### config.mk
export PLATFORM = sky130hd
export DESIGN_NAME = hpc_top
export DESIGN_NICKNAME = d
export VERILOG_FILES = /design/src/inc/hpc_pkg.sv /design/src/inc/hpc_cnt_if.sv /design/src/design/hpc_top.sv /design/src/design/hpc_counter.sv
export SDC_FILE = /design/constraint.sdc
export NUM_CORES = 1
export LEC_CHECK = 0
export BUFFER_PORTS_ARGS = -buffer_cell sky130_fd_sc_hd__buf_4
export CORE_ASPECT_RATIO = 1.25
export CORE_UTILIZATION = 27
export DETAILED_ROUTE_END_ITERATION = 10
export PLACE_DENSITY = 0.51
export SYNTH_ARGS = -nofsm -noshare
export SYNTH_HDL_FRONTEND = slang
export SYNTH_SLANG_ARGS = --single-unit
### constraint.sdc
create_clock -name sys_clk -period 2.1 [get_ports sys_clk]
set_clock_uncertainty 0.1 [all_clocks]
set_input_delay 0.21 -clock sys_clk [delete_from_list [all_inputs] [get_ports sys_clk]]
set_output_delay 0.21 -clock sys_clk [all_outputs]
set_load 0.02 [all_outputs]
### src/inc/hpc_pkg.sv
package hpc_pkg;
    localparam int CNT_WIDTH = 16;
    localparam int REG_WIDTH = 8;
    localparam int ADDR_WIDTH = 8;
    localparam logic [ADDR_WIDTH-1:0] ADDR_COUNT_HIGH = 8'h0A;
    localparam logic [ADDR_WIDTH-1:0] ADDR_COUNT_LOW = 8'h0B;
    localparam logic [ADDR_WIDTH-1:0] ADDR_SLEEP_THR = 8'h0C;
    localparam logic [REG_WIDTH-1:0] SLEEP_THR_RESET = 8'h00;
    localparam logic [REG_WIDTH-1:0] READ_ZERO = 8'h00;
    localparam logic [CNT_WIDTH-1:0] COUNT_RESET = 16'h0000;
    localparam logic [CNT_WIDTH-1:0] COUNT_FULL = 16'hFFFF;
    localparam logic [CNT_WIDTH-1:0] COUNT_ONE = 16'h0001;
    localparam int LOW_LSB = 0;
    localparam int HIGH_LSB = 8;
    localparam int SYNC_STAGES = 2;

    typedef enum logic [0:0]
    {
        HPC_AWAKE = 1'b0,
        HPC_SLEEP = 1'b1
    } hpc_state_type;
endpackage

### src/inc/hpc_cnt_if.sv
`timescale 1ns/1ps
interface hpc_cnt_if;
    logic inc;
    logic clear;
    logic [hpc_pkg::CNT_WIDTH-1:0] count;

    modport ctl
    (
        output inc,
        output clear,
        input count
    );
    modport cnt
    (
        input inc,
        input clear,
        output count
    );
endinterface

### src/design/hpc_top.sv
`timescale 1ns/1ps
module hpc_top
(
    // Clock and reset
    input wire logic sys_clk,
    input wire logic rst,
    // Analog side events, asynchronous to sys_clk
    input wire logic switch_node_pulse,
    input wire logic system_rail_awake,
    input wire logic open_circuit_voltage_meas,
    // Register access port
    input wire logic [hpc_pkg::ADDR_WIDTH-1:0] reg_addr,
    input wire logic reg_wr,
    input wire logic reg_rd,
    input wire logic [hpc_pkg::REG_WIDTH-1:0] reg_wdata,
    output logic [hpc_pkg::REG_WIDTH-1:0] reg_rdata,
    // Status
    output logic sleep_mode,
    output logic count_valid
);
    hpc_cnt_if cnt_link();

    logic [hpc_pkg::SYNC_STAGES-1:0] pulse_sync;
    logic [hpc_pkg::SYNC_STAGES-1:0] rail_sync;
    logic [hpc_pkg::SYNC_STAGES-1:0] meas_sync;
    logic pulse_last;
    logic meas_last;
    logic [hpc_pkg::REG_WIDTH-1:0] sleep_count_threshold;
    hpc_pkg::hpc_state_type state;
    hpc_pkg::hpc_state_type next_state;

    wire pulse_edge;
    wire meas_edge;
    wire thr_enabled;
    wire thr_reached;
    wire wr_thr;
    wire [hpc_pkg::CNT_WIDTH-1:0] thr_wide;
    wire [hpc_pkg::REG_WIDTH-1:0] harvest_count_low_byte;
    wire [hpc_pkg::REG_WIDTH-1:0] harvest_count_high_byte;
    wire [hpc_pkg::REG_WIDTH-1:0] next_rdata;

    // Bit 0 is the first stage and only feeds bit 1.
    always_ff @(posedge sys_clk)
    begin
        if (rst)
        begin
            pulse_sync <= '0;
            rail_sync <= '0;
            meas_sync <= '0;
        end
        else
        begin
            pulse_sync <= {pulse_sync[0], switch_node_pulse};
            rail_sync <= {rail_sync[0], system_rail_awake};
            meas_sync <= {meas_sync[0], open_circuit_voltage_meas};
        end
    end

    always_ff @(posedge sys_clk)
    begin
        if (rst)
        begin
            pulse_last <= 1'b0;
            meas_last <= 1'b0;
        end
        else
        begin
            pulse_last <= pulse_sync[1];
            meas_last <= meas_sync[1];
        end
    end

    assign pulse_edge = pulse_sync[1] && !pulse_last;
    assign meas_edge = meas_sync[1] && !meas_last;

    // Pulses seen while asleep are dropped, not deferred.
    assign cnt_link.inc = pulse_edge && (state == hpc_pkg::HPC_AWAKE);
    assign cnt_link.clear = meas_edge;

    hpc_counter u_counter
    (
        .sys_clk(sys_clk),
        .rst(rst),
        .cnt(cnt_link)
    );

    assign thr_wide = {{(hpc_pkg::CNT_WIDTH - hpc_pkg::REG_WIDTH){1'b0}}, sleep_count_threshold};
    assign thr_enabled = (sleep_count_threshold != hpc_pkg::SLEEP_THR_RESET);
    assign thr_reached = thr_enabled && (cnt_link.count >= thr_wide);

    // A measurement ends sleep and restarts the count, so it outranks entry.
    always_comb
    begin
        next_state = state;
        unique case (state)
            hpc_pkg::HPC_AWAKE:
            begin
                if (!meas_edge && thr_reached)
                    next_state = hpc_pkg::HPC_SLEEP;
            end
            hpc_pkg::HPC_SLEEP:
            begin
                if (meas_edge)
                    next_state = hpc_pkg::HPC_AWAKE;
            end
        endcase
    end

    always_ff @(posedge sys_clk)
    begin
        if (rst)
            state <= hpc_pkg::HPC_AWAKE;
        else
            state <= next_state;
    end

    assign wr_thr = reg_wr && (reg_addr == hpc_pkg::ADDR_SLEEP_THR);

    // Only the threshold is writable; writes to the count bytes fall away.
    always_ff @(posedge sys_clk)
    begin
        if (rst)
            sleep_count_threshold <= hpc_pkg::SLEEP_THR_RESET;
        else if (wr_thr)
            sleep_count_threshold <= reg_wdata;
    end

    assign harvest_count_low_byte = cnt_link.count[hpc_pkg::LOW_LSB +: hpc_pkg::REG_WIDTH];
    assign harvest_count_high_byte = cnt_link.count[hpc_pkg::HIGH_LSB +: hpc_pkg::REG_WIDTH];
    assign next_rdata = (reg_addr == hpc_pkg::ADDR_COUNT_HIGH) ? harvest_count_high_byte :
                        (reg_addr == hpc_pkg::ADDR_COUNT_LOW) ? harvest_count_low_byte :
                        (reg_addr == hpc_pkg::ADDR_SLEEP_THR) ? sleep_count_threshold :
                        hpc_pkg::READ_ZERO;

    // Read data holds between reads so a slow serial shifter can take it.
    always_ff @(posedge sys_clk)
    begin
        if (rst)
            reg_rdata <= hpc_pkg::READ_ZERO;
        else if (reg_rd)
            reg_rdata <= next_rdata;
    end

    always_ff @(posedge sys_clk)
    begin
        if (rst)
        begin
            sleep_mode <= 1'b0;
            count_valid <= 1'b0;
        end
        else
        begin
            sleep_mode <= (next_state == hpc_pkg::HPC_SLEEP);
            count_valid <= rail_sync[1];
        end
    end
endmodule

### src/design/hpc_counter.sv
`timescale 1ns/1ps
module hpc_counter
(
    // Clock and reset
    input wire logic sys_clk,
    input wire logic rst,
    // Counter link
    hpc_cnt_if.cnt cnt
);
    wire at_full;
    wire [hpc_pkg::CNT_WIDTH-1:0] next_count;

    assign at_full = (cnt.count == hpc_pkg::COUNT_FULL);
    // The clear wins over an increment in the same cycle.
    assign next_count = cnt.clear ? hpc_pkg::COUNT_RESET :
                        (cnt.inc && !at_full) ? cnt.count + hpc_pkg::COUNT_ONE :
                        cnt.count;

    always_ff @(posedge sys_clk)
    begin
        if (rst)
            cnt.count <= hpc_pkg::COUNT_RESET;
        else
            cnt.count <= next_count;
    end
endmodule

After elaboration in Yosys (flattened, before gate mapping)
Index checks and enable logic that the tools add are counted.

operators by class
  add/sub/neg operators = 1
  order comparisons = 1
  reductions and logical operators = 13
  bitwise logic cells = 1
  equality and inequality tests = 4
  muxes and demuxes = 6

operators by type and width
  cell                                                  count
  equality test 8 x 4 -> 1 bit (second input constant)  3
  2-to-1 mux 8 bit                                      3
  adder 16 x 1 -> 16 bit (second input constant)        1
  equality test 16 bit (second input constant)          1
  greater-or-equal comparator 16 x 8 -> 1 bit           1
  nonzero test 8 bit                                    1
  logical AND 1 bit                                     7
  logical NOT 1 bit                                     4
  2-to-1 mux 1 bit                                      2
  one-hot mux 1 bit (2 select lines)                    1
  OR reduction 2 bit                                    1
  NOT 1 bit                                             1

word-level totals
  output and inout port bits = 10
  bits of input ports = 23
  logic and storage cells = 36
  bits in registers = 42

Logic depth before layout (Yosys ltp)
Gate-level depths: netlist of run 1.

  word-level depth = 6
  mapped depth = 6
  mapped depth without buffers = 6

Hierarchy
A second synthesis of run 1 with hierarchy kept.

second synthesis, totals
  cells, all modules = 243
  area total of the unflattened synthesis = 2,163.3 sq um

by module, submodules not included
  module       cells each  area an instance (sq um)  times used  sequential area each (sq um)
  hpc_top      133         1,238.7                   1           520.5
  hpc_counter  110         924.6                     1           320.3

Worst setup path after synthesis of run 1
OpenSTA, ideal clock, no wires.

  kind = register to register
  start = register, netlist name sleep_mode
  end = register u_counter.cnt.count[14]
  data required time = 1.930 ns
  setup time = 0.070 ns
  path buffers = 1
  stages on the path, launching flop included = 6
  clock period less this slack = 2.063 ns
  path slack = 0.037 ns
  data arrival time = 1.892 ns
  cell sequence = dfxtp_1 > or3b_4 > buf_6 > or4_4 > or3_1 > a21oi_1

RTL lines
  item                  RTL line           source
  to (signal assigned)  hpc_counter.sv:22  cnt.count <= hpc_pkg::COUNT_RESET;
  to (signal assigned)  hpc_counter.sv:24  cnt.count <= next_count;
  to (decl)             hpc_cnt_if.sv:17   output count

Worst setup path after layout of run 1
  start = register pulse_last
  end = register u_counter.cnt.count[15]

on the way
  word-level cells in the longest chain between the ends = 4

RTL lines
  item                    RTL line           source
  from (decl)             hpc_top.sv:26      logic pulse_last;
  from (signal assigned)  hpc_top.sv:68      pulse_last <= pulse_sync[1];
  logical NOT 1 bit       hpc_top.sv:73      assign pulse_edge = pulse_sync[1] && !pulse_last;
  logical AND 1 bit       hpc_top.sv:73
  logical AND 1 bit       hpc_top.sv:77      assign cnt_link.inc = pulse_edge && (state == hpc_pkg::HPC_AWAKE);
  logical AND 1 bit       hpc_counter.sv:16  (cnt.inc && !at_full) ? cnt.count + hpc_pkg::COUNT_ONE :

No other way between the ends.
A chain may end at the register's enable or synchronous reset.

==> flow_summary.ini, run 1 <==
[setup_path]
worstRegToRegCells = 4
worstSetupEndpointType = flop
worstSetupEndpoint = u_counter.cnt.count[15]
critical_path.reg2reg.startpoint = pulse_last
regToRegSetupSlack_ns = 0.08
setup.worst_path.start_class = flop
worst-endpoint-required_ns = 2.23
worstSetupStartpoint = pulse_last
arrival_ns = 2.15
critPathMaxFanout = 6
worst-setup-path-type = flop to flop
crit-reg2reg-capture = u_counter.cnt.count[15]

[grt]
gr-usage-all-layers = 0.141
grt_first_pass_wirelength_um = 8800
grt_max_degree = 28
grt-ovfl-total = 0
number_of_global_route_vias_before_repair = 1797
antenna_found_initial = 0

[timing]
rsz_0062_raised_after_global_routing = false
timing_worst_slew_pin_value_ns = 0.555
setup_viol_count_final = 0
final-hold-violation-count = 0
report.final.slew_viol_count = 0
post-route-worst-setup-slack_ns = 0.0802
timing.final.crit_share = 0.962
period_minus_slack_ns = 2.02
setup_total_negative_slack_ns = 0
max_clock_freq_ghz = 0.495
worst_slew_margin_relative_to_its_limit = 0.630
hold-worst-slack_ns = 0.0152

[run_status]
run_status = complete, no violations

[cells_and_area]
drive_gt1_frac = 0.218
design.final.nets = 315
fin_cells = 376
final_instance_area_sq_um = 2680
area_growth_syn_to_layout_pct = 26.7
diodes = 0
finalCoreUtilization = 0.358

[clocking]
clock_tree_from_tritoncts = built
htreeDepth = 2
clock_latency_ns = 0.30
clockRootBuffer = sky130_fd_sc_hd__clkbuf_8
path_clk_slew_ns = 0.08
number_of_buffers_created_by_cts = 5
cts_buffer_depth = 2
cts_sinks = 42

[synth]
yosysSeqAreaShare = 0.398
synth-main-ff-cell = sky130_fd_sc_hd__dfxtp_1
post_synth_instance_area_sq_um = 2110
ys_warn_count = 0
synth-edff-count = 0
synthesis.nets = 274
syn_area_per_cell_sq_um = 8.73
synth_async_sr_flop_share = 0
post_synth_inst_count = 242
yosysUniqueCellTypes = 38
synth_seq_cells = 42

[floorplan]
die_area_sq_um = 8190
initial_core_util = 0.282
placementRows = 35
die_w_um = 81.1
die_h_um = 101
placeableCoreArea_sq_um = 7490
io-pin-count = 33

[power]
power_density_nw_per_um2 = 640
power.total_mw = 1.71
p_leak_nw = 0.978
worst_ir_drop_vdd_mv = 0.384

[route]
final_routed_wire_length_divided_by_cell_count_um = 14.2
iteration_0_drc_markers = 128
wirelength_um = 5350
routed-via-count = 1902
route.antenna.remaining_nets = 0
drc = 0
routed_via_density = 5.06
detailedRoute.firstPassIterationCount = 4

[place]
placement.cell_area_sq_um = 2520
port_buffers = 32
preCtsSetupSlack_ns = 0.0886
placed_cells_incl_taps = 367
place.detailed.hpwl_um = 3970
globalplace.congestion = 0.788

[min_path]
hold_path_startpoint = open_circuit_voltage_meas
holdCritPathClass = input pin to flop

[job]
max-cap-violations = 0
[synth_stat cells, drive strengths merged, types with 5 or more instances]
| cell | count | area, sq um |
|---|---|---|
| a21oi | 23 | 115 |
| a22o | 8 | 70.1 |
| clkbuf | 11 | 41.3 |
| dfxtp | 42 | 841 |
| ha | 9 | 113 |
| inv | 10 | 37.5 |
| mux2i | 8 | 80.1 |
| nand2 | 9 | 33.8 |
| nand2b | 16 | 100 |
| nand3 | 7 | 35.0 |
| nand4 | 5 | 31.3 |
| nor2 | 13 | 48.8 |
| nor2b | 10 | 62.6 |
| nor3 | 6 | 30.0 |
| o211ai | 9 | 67.6 |
| o21ai | 10 | 50.1 |
| o31ai | 5 | 37.5 |
| or3 | 9 | 56.3 |
| or4 | 8 | 67.6 |
[cell usage in the layout, fill, tap and decap left out, types with 2 or more instances in the layout]
cell type	count
sky130_fd_sc_hd__buf_4	47
sky130_fd_sc_hd__dfxtp_1	41
sky130_fd_sc_hd__a21oi_1	22
sky130_fd_sc_hd__nand2b_1	16
sky130_fd_sc_hd__nor2_1	13
sky130_fd_sc_hd__inv_1	10
sky130_fd_sc_hd__nor2b_1	10
sky130_fd_sc_hd__nand2_1	9
sky130_fd_sc_hd__o211ai_1	9
sky130_fd_sc_hd__ha_1	9
sky130_fd_sc_hd__o21ai_0	8
sky130_fd_sc_hd__or3_1	8
sky130_fd_sc_hd__mux2i_1	8
sky130_fd_sc_hd__a22o_1	8
sky130_fd_sc_hd__nand3_1	7
sky130_fd_sc_hd__or4_1	6
sky130_fd_sc_hd__nor3_1	6
sky130_fd_sc_hd__clkbuf_8	6
sky130_fd_sc_hd__nand4_1	5
sky130_fd_sc_hd__o31ai_1	5
sky130_fd_sc_hd__nor4_1	3
sky130_fd_sc_hd__nor3b_1	2
sky130_fd_sc_hd__o21ai_1	2
sky130_fd_sc_hd__and3_1	2
sky130_fd_sc_hd__or4_4	2
sky130_fd_sc_hd__o41ai_1	2
sky130_fd_sc_hd__o21a_1	2
sky130_fd_sc_hd__bufinv_16	2
[where the power goes]
part | total (mW) | internal [mW] | switching [mW]
logic | 0.0990 | 0.0519 | 0.0470
registers | 0.809 | 0.804 | 0.00436
clock network | 0.807 | 0.507 | 0.299
[area by class of cell]
class	instances	area [sq um]
clock inverters	2	60.1
multi-input cells	177	1190
fillers	781	4810
inverters	10	37.5
flip-flops and latches	42	842
repair buffers	47	353
well taps	92	115
clock buffers	6	82.6
[timing repair]
action	in CTS	in global routing
buffers inserted	0	1
resized for setup	0	4
endpoints found under the setup margin	0	5
hold buffers	0	0
[worst max-delay path: stages (launching register included)]
cell and delay [ns]:
sky130_fd_sc_hd__dfxtp_1 0.32, sky130_fd_sc_hd__or3b_4 0.41, sky130_fd_sc_hd__or4_4 0.56, sky130_fd_sc_hd__or4_1 0.41, sky130_fd_sc_hd__a21oi_1 0.14
[flip-flops by register name, indices dropped and copies added, names as in the netlist]
signal                 flops
sleep_mode                 1
pulse_sync                 2
pulse_last                 1
count_valid                1
meas_last                  1
rail_sync                  2
reg_rdata                  8
meas_sync                  2
sleep_count_threshold      8
u_counter.cnt.count       16
[routing by layer]
layer | track usage | part of all wire | vias up
met4 | 0.0536 | 0.018 | 0
met1 | 0.172 | 0.47 | 902
met5 | 0 | 0 | -
met2 | 0.244 | 0.50 | 22
met3 | 0.0217 | 0.017 | 6
li1 | - | - | 972
[cell families (layout without fill, tap and decap cells)]
logic type / count (synthesis) / count (layout) / synth area share
and+or+nand+nor: 96 / 96 / 0.271
AOI/OAI and AO/OA: 64 / 64 / 0.196
buffers and inverters: 23 / 65 / 0.0444
muxes: 8 / 8 / 0.0379
DFF: 42 / 42 / 0.398
adders and majority gates: 9 / 9 / 0.0533
[worst min path at each step]
stage / cells after the start / to / slack (ns)
2_1_floorplan: 1 / meas_sync[0] / 0.24
3_3_place_gp: 1 / rail_sync[1] / 0.32
3_5_place_dp: 1 / meas_sync[1] / 0.32
4_1_cts: 2 / meas_sync[0] / 0.007
5_1_grt: 2 / meas_sync[0] / 0.02
6_report: 2 / meas_sync[0] / 0.02
Note: power is estimated with default switching activity, not from simulation.
==> run 2: changes to the inputs <==
--- a/config.mk
+++ b/config.mk
@@ -10,6 +10,7 @@
 export CORE_UTILIZATION = 27
 export DETAILED_ROUTE_END_ITERATION = 10
 export PLACE_DENSITY = 0.51
+export SETUP_SLACK_MARGIN = 0.15
 export SYNTH_ARGS = -nofsm -noshare
 export SYNTH_HDL_FRONTEND = slang
 export SYNTH_SLANG_ARGS = --single-unit
==> run 2 against run 1 <==
Sequential cell count stayed put. Register-to-register slack is essentially flat. Total power is 15% lower. Global-route usage grew 0.44 points. Cell area is 0.19% lower. Count of clock-buffer cells in the layout grew 1. Utilization down 0.067 points. First-iteration DRC count grew 13%. Non-clock buffer count increased by 2. Clock power fell by 32%.
==> flow_summary.ini, run 2 (synthesized netlist as in run 1, its figures left out) <==
[min_path]
hold_path_end = meas_sync[0]
hold_path_startpoint = open_circuit_voltage_meas
hold_path_depth = 2
holdCritPathClass = input pin to flop

[floorplan]
die_area_sq_um = 8190
die_w_um = 81.1
placeableCoreArea_sq_um = 7490
die_h_um = 101
io-pin-count = 33
placementRows = 35
initial_core_util = 0.282

[timing]
post-route-worst-setup-slack_ns = 0.0721
timing.final.crit_share = 0.966
period_minus_slack_ns = 2.03
final-hold-violation-count = 0
setup_total_negative_slack_ns = 0
rsz_0062_raised_after_global_routing = true
max_clock_freq_ghz = 0.493
hold-worst-slack_ns = 0.0211
report.final.slew_viol_count = 0
setup_viol_count_final = 0
timing_worst_slew_pin_value_ns = 0.607
worst_slew_margin_relative_to_its_limit = 0.596

[cells_and_area]
layout_top_registers = u_counter.cnt.count x16, reg_rdata x8, sleep_count_threshold x8
final_instance_area_sq_um = 2670
regMostFlops = u_counter.cnt.count
max_reg_flops = 16
layout.cells.most_common_list = sky130_fd_sc_hd__buf_4, sky130_fd_sc_hd__dfxtp_1, sky130_fd_sc_hd__a21oi_1, sky130_fd_sc_hd__nand2b_1, sky130_fd_sc_hd__nor2_1
design.final.nets = 317
drive_gt1_frac = 0.252
most_common_library_cell_in_the_layout_ignoring_fill_and_taps = sky130_fd_sc_hd__buf_4
finalCoreUtilization = 0.357
fin_cells = 378
diodes = 0
area_growth_syn_to_layout_pct = 26.5

[clocking]
number_of_buffers_created_by_cts = 5
clock_latency_ns = 0.30
cts_buffer_depth = 2
clock_tree_from_tritoncts = built
htreeDepth = 2
cts_sinks = 42
path_clk_slew_ns = 0.09
clockRootBuffer = sky130_fd_sc_hd__clkbuf_8

[route]
wirelength_um = 5420
route.antenna.remaining_nets = 0
final_routed_wire_length_divided_by_cell_count_um = 14.3
routed-via-count = 1924
iteration_0_drc_markers = 145
detailedRoute.firstPassIterationCount = 4
routed_via_density = 5.09
drc = 0

[setup_path]
worstRegToRegCells = 4
critical_path.reg2reg.startpoint = sleep_mode
crit-reg2reg-capture = u_counter.cnt.count[13]
worst-endpoint-required_ns = 2.23
regToRegSetupSlack_ns = 0.07
setup.worst_path.start_class = flop
critPathMaxFanout = 6
worst-setup-path-type = flop to flop
arrival_ns = 2.16
worstSetupEndpointType = flop

[job]
max-cap-violations = 0

[power]
p_leak_nw = 0.970
worst_ir_drop_vdd_mv = 0.237
power_density_nw_per_um2 = 545
power.total_mw = 1.46

[grt]
grt_max_degree = 28
grt-ovfl-total = 0
grt_first_pass_wirelength_um = 9050
antenna_found_initial = 0
number_of_global_route_vias_before_repair = 1804
gr-usage-all-layers = 0.145

[place]
place.detailed.hpwl_um = 4050
preCtsSetupSlack_ns = 0.0657
globalplace.congestion = 0.789
port_buffers = 32
placed_cells_incl_taps = 367
placement.cell_area_sq_um = 2520

[run_status]
run_status = complete, no violations
[run 2: where the power goes]
group	switching [mW]	internal [mW]	leakage [nW]
logic	0.0477	0.0519	0.580
registers	0.00414	0.803	0.342
clock network	0.285	0.266	0.0482
total	0.336	1.12	0.970
[run 2: area by class of cell]
cell class                 count  area (sq um)
tap                           92           115
clock buffer                   7          86.3
sequential                    42           847
clock inverter                 1          5.00
multi-input combinational    177          1210
fill                         776          4820
timing repair buffer          49           368
inverter                      10          37.5
[run 2: layer usage]
metal | up-vias | GRT usage | share of wire
met1 | 897 | 0.177 | 0.45
met3 | 10 | 0.0271 | 0.029
met4 | 0 | 0.0604 | 0.027
met2 | 40 | 0.246 | 0.50
met5 | - | 0 | 0
li1 | 977 | - | -
[run 2: repair_timing]
item                       in CTS  in global routing
hold buffers                    0                  0
buffers inserted                3                  0
pin swaps                       1                  1
setup endpoints to repair       6                 10
resized for setup               1                  9
[run 2: how the worst max path moves through the flow]
stage,start,end,slack [ns],depth (start not counted)
finish,sleep_mode,u_counter.cnt.count[13],0.07,4
global route,sleep_mode,u_counter.cnt.count[13],0.02,4
CTS,sleep_mode,u_counter.cnt.count[13],0.11,4
detailed placement,sleep_mode,u_counter.cnt.count[13],0.07,4
global placement,sleep_mode,u_counter.cnt.count[13],0.09,4
floorplan,sleep_mode,u_counter.cnt.count[9],0.15,5
[run 2: critical path, cell delays in order, from the launching register on]
cell and delay, ns:
sky130_fd_sc_hd__dfxtp_4 0.35, sky130_fd_sc_hd__or3b_4 0.43, sky130_fd_sc_hd__or4_4 0.52, sky130_fd_sc_hd__or4_4 0.44, sky130_fd_sc_hd__a21oi_2 0.12
==> run 3: changes to the inputs <==
--- a/config.mk
+++ b/config.mk
@@ -9,7 +9,7 @@
 export CORE_ASPECT_RATIO = 1.25
 export CORE_UTILIZATION = 27
 export DETAILED_ROUTE_END_ITERATION = 10
-export PLACE_DENSITY = 0.51
+export PLACE_DENSITY = 0.49
 export SETUP_SLACK_MARGIN = 0.15
 export SYNTH_ARGS = -nofsm -noshare
 export SYNTH_HDL_FRONTEND = slang
==> constraint.sdc (replaced) <==
create_clock -name sys_clk -period 2.55 [get_ports sys_clk]
set_clock_uncertainty 0.1 [all_clocks]
set_input_delay 0.255 -clock sys_clk [delete_from_list [all_inputs] [get_ports sys_clk]]
set_output_delay 0.255 -clock sys_clk [all_outputs]
set_load 0.02 [all_outputs]
==> run 3 against run 2 <==
Maximum frequency is 3.9% lower. Sequential share of layout area is 1.1 points higher. Cell count is 3.2% lower. Non-clock buffer count is 12 lower. Die area stayed put. Setup slack better by 0.37 ns. Wire length is 0.55% lower. Sequential cell count stayed put. Largest cell class unchanged.
==> flow_summary.ini, run 3 (synthesized netlist as in run 1, its figures left out) <==
[cells_and_area]
finalCoreUtilization = 0.342
diodes = 0
layout.cells.most_common_list = sky130_fd_sc_hd__dfxtp_1, sky130_fd_sc_hd__buf_4, sky130_fd_sc_hd__a21oi_1, sky130_fd_sc_hd__nand2b_1, sky130_fd_sc_hd__nor2_1
area_occupied_by_registers_sq_um = 841
layout_top_registers = u_counter.cnt.count x16, reg_rdata x8, sleep_count_threshold x8
multi_input_combinational_cell_area_sq_um = 1180
max_reg_flops = 16
final_instance_area_sq_um = 2560
area_growth_syn_to_layout_pct = 21.1
fill_cells = 781
design.final.nets = 305
drive_gt1_frac = 0.175
most_common_library_cell_in_the_layout_ignoring_fill_and_taps = sky130_fd_sc_hd__dfxtp_1
regMostFlops = u_counter.cnt.count

[route]
detailedRoute.firstPassIterationCount = 4
iteration_0_drc_markers = 84
met3RoutedLength_um = 135
wl_met2_um = 2780
routed_metal_1_wire_length_um = 2350
drc = 0
final_routed_wire_length_divided_by_cell_count_um = 14.7
routed_via_density = 5.15
top_signal_layer_used = met4
routed-via-count = 1885
route.antenna.remaining_nets = 0
wirelength_um = 5390

[setup_path]
regToRegSetupSlack_ns = 0.44
worst-endpoint-required_ns = 2.67
worst-setup-path-type = flop to flop
arrival_ns = 2.23
worstSetupEndpointType = flop
setup.worst_path.start_class = flop
critPathMaxFanout = 12

[floorplan]
io-pin-count = 33
die_h_um = 101
placementRows = 35
initial_core_util = 0.282
die_area_sq_um = 8190
placeableCoreArea_sq_um = 7490
die_w_um = 81.1

[run_status]
run_status = complete, no violations

[grt]
gr-usage-all-layers = 0.140
number_of_global_route_vias_before_repair = 1709
grt-ovfl-total = 0
antenna_found_initial = 0
grt_first_pass_wirelength_um = 8580
grt_max_degree = 28

[power]
worst_ir_drop_vdd_mv = 0.208
p_leak_nw = 0.906
power.total_mw = 1.28
power_density_nw_per_um2 = 499

[timing]
timing_worst_slew_pin_value_ns = 0.555
worst_slew_margin_relative_to_its_limit = 0.630
setup_total_negative_slack_ns = 0
timing.final.crit_share = 0.827
max_clock_freq_ghz = 0.474
final-hold-violation-count = 0
report.final.slew_viol_count = 0
rsz_0062_raised_after_global_routing = false
period_minus_slack_ns = 2.11
setup_viol_count_final = 0

[min_path]
holdCritPathClass = input pin to flop

[clocking]
clock_tree_from_tritoncts = built
cts_sinks = 42
cts_buffer_depth = 2
clock_latency_ns = 0.29
post_cts_resize_count = 0
path_clk_slew_ns = 0.08
cts_setup_buffers = 0
clockRootBuffer = sky130_fd_sc_hd__clkbuf_8
number_of_buffers_created_by_cts = 5
hold_buffers = 0
htreeDepth = 2

[place]
port_buffers = 32
globalplace.congestion = 0.778
place.detailed.hpwl_um = 4060
placement.cell_area_sq_um = 2450

[job]
max-cap-violations = 0
==> run 3: cell types whose count changed in the layout (fill, tap and decap cells not counted), sizes merged <==
cell / previous run / this run
buf: 49 / 37
bufinv: 0 / 1
clkbuf: 7 / 6
clkinv: 1 / 0
clkinvlp: 0 / 1
==> run 3: power by group <==
part	switching, mW	internal [mW]
logic	0.0384	0.0411
registers	0.00388	0.662
clock network	0.239	0.292
total	0.281	0.996
==> run 3: metal layers <==
metal / vias up / track usage
met3: 8 / 0.0244
met5: - / 0
li1: 950 / -
met2: 33 / 0.253
met1: 894 / 0.157
met4: 0 / 0.0659
==> run 3: final cells by class <==
cell class              instances  area share
clock inverters                 2      0.0147
clock buffers                   6      0.0283
repair buffers                 37       0.109
flip-flops and latches         42       0.328
multi-input cells             177       0.460
inverters                      10      0.0147
well taps                      92      0.0450
==> run 3: final timing paths <==
kind / start / to / cells past startpoint
worst max-delay path: sleep_mode / u_counter.cnt.count[13] / 4
worst min-delay path: switch_node_pulse / pulse_sync[0] / 2
worst max register to register: sleep_mode / u_counter.cnt.count[13] / 4
worst min register to register: meas_sync[0] / meas_sync[1] / 1
==> run 3: worst max-delay path, stage by stage (launching register included) <==
cell	delay (ns)
sky130_fd_sc_hd__dfxtp_1	0.35
sky130_fd_sc_hd__or3b_4	0.46
sky130_fd_sc_hd__or4_4	0.57
sky130_fd_sc_hd__or4_1	0.42
sky130_fd_sc_hd__a21oi_1	0.15
==> run 3: per-stage QoR <==
| stage | cells | setup WS, ns | hold WS (ns) |
|---|---|---|---|
| 5_1_grt | 366 | 0.383 | 0.0729 |
| 2_1_floorplan | 242 | 0.487 | 0.283 |
| 3_3_place_gp | 358 | 0.487 | 0.317 |
| 4_1_cts | 366 | 0.458 | 0.0583 |
| 3_5_place_dp | 358 | 0.473 | 0.330 |
| 6_report | 366 | 0.441 | 0.0650 |
